===== config.mk =====
export PLATFORM = sky130hd
export DESIGN_NAME = mcc_main_clock_ctrl
export DESIGN_NICKNAME = d
export VERILOG_FILES = /design/src/mcc_pkg.sv /design/src/mcc_prescaler.sv /design/src/mcc_main_clock_ctrl.sv
export VERILOG_INCLUDE_DIRS = /design/src
export SDC_FILE = /design/constraint.sdc
export NUM_CORES = 1
export LEC_CHECK = 0
export ABC_AREA = 1
export BUFFER_PORTS_ARGS = -buffer_cell sky130_fd_sc_hd__buf_4
export CAP_MARGIN = 20
export CORE_MARGIN = 3
export CORE_UTILIZATION = 49
export DETAILED_ROUTE_END_ITERATION = 7
export PLACE_DENSITY = 0.7
export SLEW_MARGIN = 30
export SYNTH_ARGS = -nofsm -noshare
export SYNTH_HDL_FRONTEND = slang
export SYNTH_SLANG_ARGS = --single-unit

===== constraint.sdc =====
create_clock -name clk -period 3.1 [get_ports clk]
set_clock_uncertainty 0.2 [all_clocks]
set_input_delay 0.31 -clock clk [delete_from_list [all_inputs] [get_ports clk]]
set_output_delay 0.31 -clock clk [all_outputs]
set_load 0.01 [all_outputs]

===== src/mcc_regs.svh =====
`ifndef MCC_REGS_SVH
`define MCC_REGS_SVH
`define MCC_OFS_SRCSEL 3'h0
`define MCC_OFS_PRESC 3'h1
`define MCC_OFS_MONCTL 3'h2
`define MCC_OFS_INTCTL 3'h3
`define MCC_OFS_FLAGS 3'h4
`define MCC_OFS_STATUS 3'h5
`define MCC_RST_SRCSEL 8'h00
`define MCC_RST_PRESC 8'h00
`define MCC_RST_MONCTL 8'h00
`define MCC_RST_INTCTL 8'h00
`define MCC_BIT_MAIN_CLOCK_OUTPUT_ENABLE 7
`define MCC_BIT_PEN 0
`define MCC_BIT_MONEN 0
`define MCC_BIT_TEST 1
`define MCC_BIT_IRQKIND 7
`define MCC_BIT_IRQEN 0
`define MCC_BIT_FAIL 0
`define MCC_MASK_SRCSEL 8'h8F
`define MCC_MASK_PRESC 8'h1F
`define MCC_MASK_MONCTL 8'h0F
`define MCC_MASK_INTCTL 8'h81
`define MCC_GUARD_KEY 8'hD8
`define MCC_GUARD_WINDOW 3'h4
`define MCC_RETRIG_TICKS 4'hA
`endif


===== src/mcc_pkg.sv =====
package mcc_pkg;
	typedef enum logic [1:0] {
		MCC_MON_MAIN = 2'h0,
		MCC_MON_EXT_HF = 2'h1,
		MCC_MON_EXT_32K = 2'h2
	} mcc_mon_src_t;
	typedef enum logic [2:0] {
		MCC_SW_IDLE = 3'b001,
		MCC_SW_WAIT = 3'b010,
		MCC_SW_DONE = 3'b100
	} mcc_sw_state_t;
endpackage : mcc_pkg


===== src/mcc_prescaler.sv =====
`timescale 1ns/10ps
module mcc_prescaler (
	input wire logic clk,
	input wire logic rstn,
	input wire logic ce,
	input wire logic enable,
	input wire logic [3:0] ratio,
	output logic tick
);
	logic [5:0] cnt;
	logic [5:0] next_cnt;
	logic [5:0] top;
	logic next_tick;

	always_comb begin
		unique case (ratio)
			4'h0: top = 6'h01;
			4'h1: top = 6'h03;
			4'h2: top = 6'h07;
			4'h3: top = 6'h0F;
			4'h4: top = 6'h1F;
			4'h5: top = 6'h3F;
			4'h8: top = 6'h05;
			4'h9: top = 6'h09;
			4'hA: top = 6'h0B;
			4'hB: top = 6'h17;
			4'hC: top = 6'h2F;
			default: top = 6'h01;
		endcase
	end

	always_comb begin
		next_cnt = cnt;
		next_tick = 1'b1;
		if (enable) begin
			next_tick = (cnt == top);
			next_cnt = (cnt >= top) ? 6'h00 : cnt + 6'h01;
		end else begin
			next_cnt = 6'h00;
		end
	end

	always_ff @(posedge clk) begin
		if (!rstn) begin
			cnt <= 6'h00;
			tick <= 1'b0;
		end else if (ce) begin
			cnt <= next_cnt;
			tick <= next_tick;
		end
	end
endmodule : mcc_prescaler


===== src/mcc_main_clock_ctrl.sv =====
`timescale 1ns/10ps
`include "mcc_regs.svh"
module mcc_main_clock_ctrl (
	input wire logic clk,
	input wire logic rstn,
	input wire logic ce,
	input wire logic [2:0] reg_addr,
	input wire logic reg_wr,
	input wire logic reg_rd,
	input wire logic [7:0] reg_wdata,
	output logic [7:0] reg_rdata,
	input wire logic guard_key_wr,
	input wire logic [7:0] guard_key,
	input wire logic instr_step,
	input wire logic internal_hf_stable,
	input wire logic internal_32k_stable,
	input wire logic external_32k_status,
	input wire logic external_hf_status,
	input wire logic pll_running_status,
	input wire logic internal_32k_oscillator_tick,
	input wire logic monitored_main_fail,
	input wire logic monitored_ext_hf_fail,
	input wire logic monitored_ext_32k_fail,
	output logic main_clock_out_gate,
	output logic [3:0] main_source_select,
	output logic peripheral_clock_enable,
	output logic failure_irq,
	output logic failure_nmi,
	output logic fallback_to_startup
);
	import mcc_pkg::*;

	logic [7:0] srcsel;
	logic [7:0] presc;
	logic [7:0] monctl;
	logic [7:0] intctl;
	logic fail_flag;
	logic locked;
	logic [2:0] guard_cnt;
	logic [3:0] retrig_cnt;
	logic [3:0] active_src;
	mcc_sw_state_t sw_state;
	logic [4:0] st_s1;
	logic [4:0] st_s2;
	logic [2:0] fl_s1;
	logic [2:0] fl_s2;
	logic tick_s1;
	logic tick_s2;
	logic tick_s3;

	logic [7:0] next_srcsel;
	logic [7:0] next_presc;
	logic [7:0] next_monctl;
	logic [7:0] next_intctl;
	logic next_fail_flag;
	logic next_locked;
	logic [2:0] next_guard_cnt;
	logic [3:0] next_retrig_cnt;
	logic [3:0] next_active_src;
	mcc_sw_state_t next_sw_state;
	logic [7:0] next_rdata;
	logic next_gate;
	logic next_irq;
	logic next_nmi;
	logic next_fallback;

	logic guard_open;
	logic prot_wr;
	logic mon_en;
	logic raw_fail;
	logic fail_event;
	logic tick_rise;
	logic main_fail_cond;
	logic div_tick;
	logic src_stable;
	logic [5:0] status_val;

	mcc_prescaler u_presc (
		.clk(clk),
		.rstn(rstn),
		.ce(ce),
		.enable(presc[`MCC_BIT_PEN]),
		.ratio(presc[4:1]),
		.tick(div_tick)
	);

	// Pin-level status and fail inputs pass two flip-flops; the 32k oscillator tick passes three
	always_ff @(posedge clk) begin
		if (!rstn) begin
			st_s1 <= 5'h00;
			st_s2 <= 5'h00;
			fl_s1 <= 3'h0;
			fl_s2 <= 3'h0;
			tick_s1 <= 1'b0;
			tick_s2 <= 1'b0;
			tick_s3 <= 1'b0;
		end else if (ce) begin
			st_s1 <= {pll_running_status, external_hf_status, external_32k_status,
				internal_32k_stable, internal_hf_stable};
			st_s2 <= st_s1;
			fl_s1 <= {monitored_ext_32k_fail, monitored_ext_hf_fail, monitored_main_fail};
			fl_s2 <= fl_s1;
			tick_s1 <= internal_32k_oscillator_tick;
			tick_s2 <= tick_s1;
			tick_s3 <= tick_s2;
		end
	end

	assign tick_rise = tick_s2 & ~tick_s3;
	assign guard_open = (guard_cnt != 3'h0);
	assign prot_wr = reg_wr & guard_open;
	assign mon_en = monctl[`MCC_BIT_MONEN];

	always_comb begin
		unique case (monctl[3:2])
			MCC_MON_MAIN: raw_fail = fl_s2[0];
			MCC_MON_EXT_HF: raw_fail = fl_s2[1];
			MCC_MON_EXT_32K: raw_fail = fl_s2[2];
			default: raw_fail = 1'b0;
		endcase
	end

	// Test force ORs into selected failure
	assign fail_event = mon_en & (raw_fail | monctl[`MCC_BIT_TEST]);
	assign main_fail_cond = fail_event & (monctl[3:2] == MCC_MON_MAIN);

	always_comb begin
		unique case (srcsel[3:0])
			4'h0: src_stable = st_s2[0];
			4'h1: src_stable = st_s2[1];
			4'h2: src_stable = st_s2[2];
			4'h3: src_stable = st_s2[3];
			default: src_stable = 1'b0;
		endcase
	end

	assign status_val = {st_s2, sw_state == MCC_SW_WAIT};

	always_comb begin
		next_guard_cnt = guard_cnt;
		if (guard_key_wr && guard_key == `MCC_GUARD_KEY) begin
			next_guard_cnt = `MCC_GUARD_WINDOW;
		end else if (reg_wr && guard_open) begin
			next_guard_cnt = 3'h0;
		end else if (instr_step && guard_open) begin
			next_guard_cnt = guard_cnt - 3'h1;
		end
	end

	always_comb begin
		next_srcsel = srcsel;
		next_presc = presc;
		next_monctl = monctl;
		next_intctl = intctl;
		next_locked = locked | (monctl[`MCC_BIT_MONEN] & intctl[`MCC_BIT_IRQEN]
			& intctl[`MCC_BIT_IRQKIND]);
		if (prot_wr) begin
			unique case (reg_addr)
				`MCC_OFS_SRCSEL: next_srcsel = reg_wdata & `MCC_MASK_SRCSEL;
				`MCC_OFS_PRESC: next_presc = reg_wdata & `MCC_MASK_PRESC;
				`MCC_OFS_MONCTL: begin
					if (locked) begin
						next_monctl[`MCC_BIT_TEST] = reg_wdata[`MCC_BIT_TEST];
					end else begin
						next_monctl = reg_wdata & `MCC_MASK_MONCTL;
					end
				end
				`MCC_OFS_INTCTL: begin
					if (!locked) begin
						next_intctl = reg_wdata & `MCC_MASK_INTCTL;
					end
				end
				default: ;
			endcase
		end
		if (main_fail_cond) begin
			next_srcsel[`MCC_BIT_MAIN_CLOCK_OUTPUT_ENABLE] = 1'b0;
			next_srcsel[3:0] = 4'h0;
		end
	end

	always_comb begin
		next_fail_flag = fail_flag;
		next_retrig_cnt = retrig_cnt;
		if (reg_wr && reg_addr == `MCC_OFS_FLAGS && reg_wdata[`MCC_BIT_FAIL]) begin
			next_fail_flag = 1'b0;
		end
		if (!fail_event) begin
			next_retrig_cnt = 4'h0;
		end else if (retrig_cnt == 4'h0) begin
			next_fail_flag = 1'b1;
			next_retrig_cnt = `MCC_RETRIG_TICKS;
		end else if (tick_rise) begin
			next_retrig_cnt = retrig_cnt - 4'h1;
		end
	end

	always_comb begin
		next_active_src = active_src;
		next_sw_state = sw_state;
		unique case (sw_state)
			MCC_SW_IDLE: begin
				if (srcsel[3:0] != active_src) begin
					next_sw_state = MCC_SW_WAIT;
				end
			end
			MCC_SW_WAIT: begin
				if (src_stable || srcsel[3:0] == active_src) begin
					next_sw_state = MCC_SW_DONE;
				end
			end
			MCC_SW_DONE: begin
				next_active_src = srcsel[3:0];
				next_sw_state = MCC_SW_IDLE;
			end
			default: next_sw_state = MCC_SW_IDLE;
		endcase
		// Startup source taken at once, no stability wait
		if (main_fail_cond) begin
			next_active_src = 4'h0;
			next_sw_state = MCC_SW_IDLE;
		end
	end

	always_comb begin
		next_rdata = 8'h00;
		if (reg_rd) begin
			unique case (reg_addr)
				`MCC_OFS_SRCSEL: next_rdata = srcsel;
				`MCC_OFS_PRESC: next_rdata = presc;
				`MCC_OFS_MONCTL: next_rdata = monctl;
				`MCC_OFS_INTCTL: next_rdata = intctl;
				`MCC_OFS_FLAGS: next_rdata = {7'h00, fail_flag};
				`MCC_OFS_STATUS: next_rdata = {2'h0, status_val};
				default: next_rdata = 8'h00;
			endcase
		end
		next_gate = srcsel[`MCC_BIT_MAIN_CLOCK_OUTPUT_ENABLE];
		next_irq = intctl[`MCC_BIT_IRQEN] & fail_flag & ~intctl[`MCC_BIT_IRQKIND];
		next_nmi = intctl[`MCC_BIT_IRQEN] & fail_flag & intctl[`MCC_BIT_IRQKIND];
		next_fallback = main_fail_cond;
	end

	always_ff @(posedge clk) begin
		if (!rstn) begin
			srcsel <= `MCC_RST_SRCSEL;
			presc <= `MCC_RST_PRESC;
			monctl <= `MCC_RST_MONCTL;
			intctl <= `MCC_RST_INTCTL;
			fail_flag <= 1'b0;
			locked <= 1'b0;
			guard_cnt <= 3'h0;
			retrig_cnt <= 4'h0;
			active_src <= 4'h0;
			sw_state <= MCC_SW_IDLE;
			reg_rdata <= 8'h00;
			main_clock_out_gate <= 1'b0;
			main_source_select <= 4'h0;
			peripheral_clock_enable <= 1'b0;
			failure_irq <= 1'b0;
			failure_nmi <= 1'b0;
			fallback_to_startup <= 1'b0;
		end else if (ce) begin
			srcsel <= next_srcsel;
			presc <= next_presc;
			monctl <= next_monctl;
			intctl <= next_intctl;
			fail_flag <= next_fail_flag;
			locked <= next_locked;
			guard_cnt <= next_guard_cnt;
			retrig_cnt <= next_retrig_cnt;
			active_src <= next_active_src;
			sw_state <= next_sw_state;
			reg_rdata <= next_rdata;
			main_clock_out_gate <= next_gate;
			main_source_select <= next_active_src;
			peripheral_clock_enable <= div_tick;
			failure_irq <= next_irq;
			failure_nmi <= next_nmi;
			fallback_to_startup <= next_fallback;
		end
	end
endmodule : mcc_main_clock_ctrl


==> metrics.yaml <==
drt:
  drt_wl_total_um: 8572
  num_vias: 3419
  ant_nets: 0
  drt_first_pass_iters: 4
  detail_route.wl_per_cell_um: 12.68
  drc: 0
  drt_iter0_drc: 137
  vias_per_cell: 5.058
sta:
  hold_slack_ns: 0.03752
  worst_slew_pin_slew_ns: 0.5197
  drv_slew: 0
  tns_ns: 0
  period_share_pct: 80.85
  fin_crit_ns: 2.506
  hold_violations: 0
  grt_setup_unrepaired: "no"
  max_freq_mhz: 399.0
  worst_slack_ns: 0.5936
  setup_viol: 0
  slew_headroom_pct: 65.30
cts:
  clock_sinks: 75
  clk_pin_slew_ns: 0.08
  htree_levels: 3
  cts_setup_buffers: 0
  cts_buffers: 9
  clk_latency_ns: 0.34
  cts_tree: "done"
  clockBufferDepth: 2
  root_buffer: "clkbuf_8"
global_route:
  grt_pass1_wl_um: 14630
  grt_max_degree: 48
  overflow: 0
  antenna_found_initial: 0
  grt_pass1_vias: 3296
  grtUsageTotal_pct: 21.14
layout:
  fill_cells: 723
  seqCellArea_um2: 1501
  multi_input_area_um2: 1881
  syn_to_final_growth_pct: 19.16
  fin_nets: 622
  antennaDiodeCount: 0
  layout-drive-gt1-share_pct: 15.42
run:
  maxCapViolations: 0
min_path:
  hp-class: "input port to flop"
worst_setup_path:
  crit_required_ns: 3.17
  crit_path_end_kind: "flop"
  critPathMaxFanout: 6
  critPathKind: "flop to flop"
  worst-endpoint-arrival_ns: 2.58
  start_kind: "flop"
synth:
  synth-edff-count: 0
  async_flop_share_pct: 0
  syn_inst: 519
  syn_avg_cell_area_um2: 7.146
  synth_ff_type: "dfxtp_1"
  yosysWarnings: 0
  ys_ff_latch: 75
  synth_area_leaders: "dfxtp_1 (40%), nand2_1 (9.1%), nor2_1 (7.3%)"
  yosysUniqueCellTypes: 42
  synth_seq_area_share_pct: 40.49
  yosysTopAreaCell: "dfxtp_1"
  synth_top_area_share_pct: 40.49
  syn_area_um2: 3709
  synth_fp_nets: 569
place:
  port_buffers: 48
  dpl.hpwl_um: 6132
  gp_congestion: 0.9085
  detailedPlace.worstSlack_ns: 0.5890
floorplan:
  start_util_pct: 50.86
  die_w_um: 93.00
  die_y_um: 93.00
  pin_count: 52
  coreArea_um2: 7292
  rows: 31
  die-area_um2: 8648
pwr:
  powerDensity_nw_per_um2: 506.3
  p_leak_uw: 0.001947
  ir_drop_mv: 0.2416
status:
  status: "complete, no violations"
[flip-flops by register name, summed over array words and instances (netlist names), 4 cells and up]
register	count
reg_rdata	7
u_presc.cnt	6
presc	5
srcsel	5
st_s1	5
st_s2	5
u_presc.top	5
active_src	4
monctl	4
retrig_cnt	4
[synthesized netlist by cell type (2+ instances only)]
master,count
nand3_2,2
nand3_1,39
nor3_1,9
inv_1,60
o21ai_0,43
a21oi_1,39
buf_4,2
clkbuf_1,9
buf_2,4
nand4_1,11
o21ai_2,2
o211ai_1,5
a31oi_1,2
or2_2,3
nand2_1,90
dfxtp_1,75
o21a_1,2
nor2_2,3
a22oi_1,3
ha_1,15
nor2_1,72
inv_2,4
buf_1,3
nor4_1,4
[placed cells by master, fill, tap and decap left out, drive strengths merged, types with 3 or more instances in the layout]
cell type,synthesis,final
nand2,91,91
nor2,77,77
dfxtp,75,75
inv,65,65
buf,9,51
o21ai,47,47
nand3,42,42
a21oi,39,39
ha,15,15
nand4,11,11
clkbuf,9,11
nor3,11,11
dlygate4sd3,0,9
o211ai,5,5
nor4,4,4
or2,4,4
a22oi,3,3
clkinv,0,3
[final cells by class]
cell class	count	share of cell area, %
clock buffer	11	3.199
timing repair buffer	60	10.70
multi-input combinational	361	42.55
inverter	65	5.578
clock inverter	5	1.189
sequential	75	33.98
tap	99	2.803
[critical path, stage by stage (launching register included)]
cell and delay (ns):
dfxtp_1 0.33, inv_1 0.07, ha_1 0.20, nand2_1 0.18, nand3_4 0.15, nor2_8 0.17, nor2_1 0.07, nor3_1 0.33
inv_1 0.13, ha_1 0.29, nor2_1 0.17, nand2_1 0.07, o211ai_1 0.08
[path summary, 6_finish.rpt]
path | from | to | slack [ns] | cells after the start
worst min-delay path | reg_wdata[7] | srcsel[7] | 0.04 | 3
worst min register to register | guard_cnt[2] | guard_cnt[2] | 0.26 | 2
worst max-delay path | guard_cnt[0] | u_presc.top[2] | 0.59 | 12
worst max register to register | guard_cnt[0] | u_presc.top[2] | 0.59 | 12
[where the power goes]
group          total [µW]  switching, µW  internal (µW)
Sequential           1070           39.2           1030
Clock                 748            358            390
Combinational         423            262            161
[layer usage]
metal	vias up	GRT usage (%)	part of all wire [%]
li1	1801	-	-
met1	1552	27.21	47
met2	57	35.09	47
met3	9	4.103	4.7
met4	0	7.937	1.2
met5	-	0	0
[stage by stage]
stage | total power, µW | utilization, % | std cells | area, µm²
2_1_floorplan | 1379 | - | 519 | 3709
3_3_place_gp | 1479 | 56.71 | 651 | 4135
3_5_place_dp | 1499 | 56.71 | 651 | 4135
4_1_cts | 2252 | 60.60 | 676 | 4419
5_1_grt | 2366 | 60.60 | 676 | 4419
6_report | 2237 | 60.60 | 676 | 4419
[kinds of logic (layout without fill, tap and decap cells)]
logic type,Yosys count,after routing,synth area share (%)
compound gates,100,100,14.91
simple gates,244,244,30.40
fa+ha+maj,15,15,5.061
other cells,1,1,0.1011
flops,75,75,40.49
buf+inv,83,141,8.806
xor+xnor,1,1,0.2362
[timing repair]
action | CTS | global route
hold buffers | 9 | 0
resized for setup | 0 | 0
hold endpoints to repair | 9 | 0
Note: power is estimated with default switching activity, not from simulation.
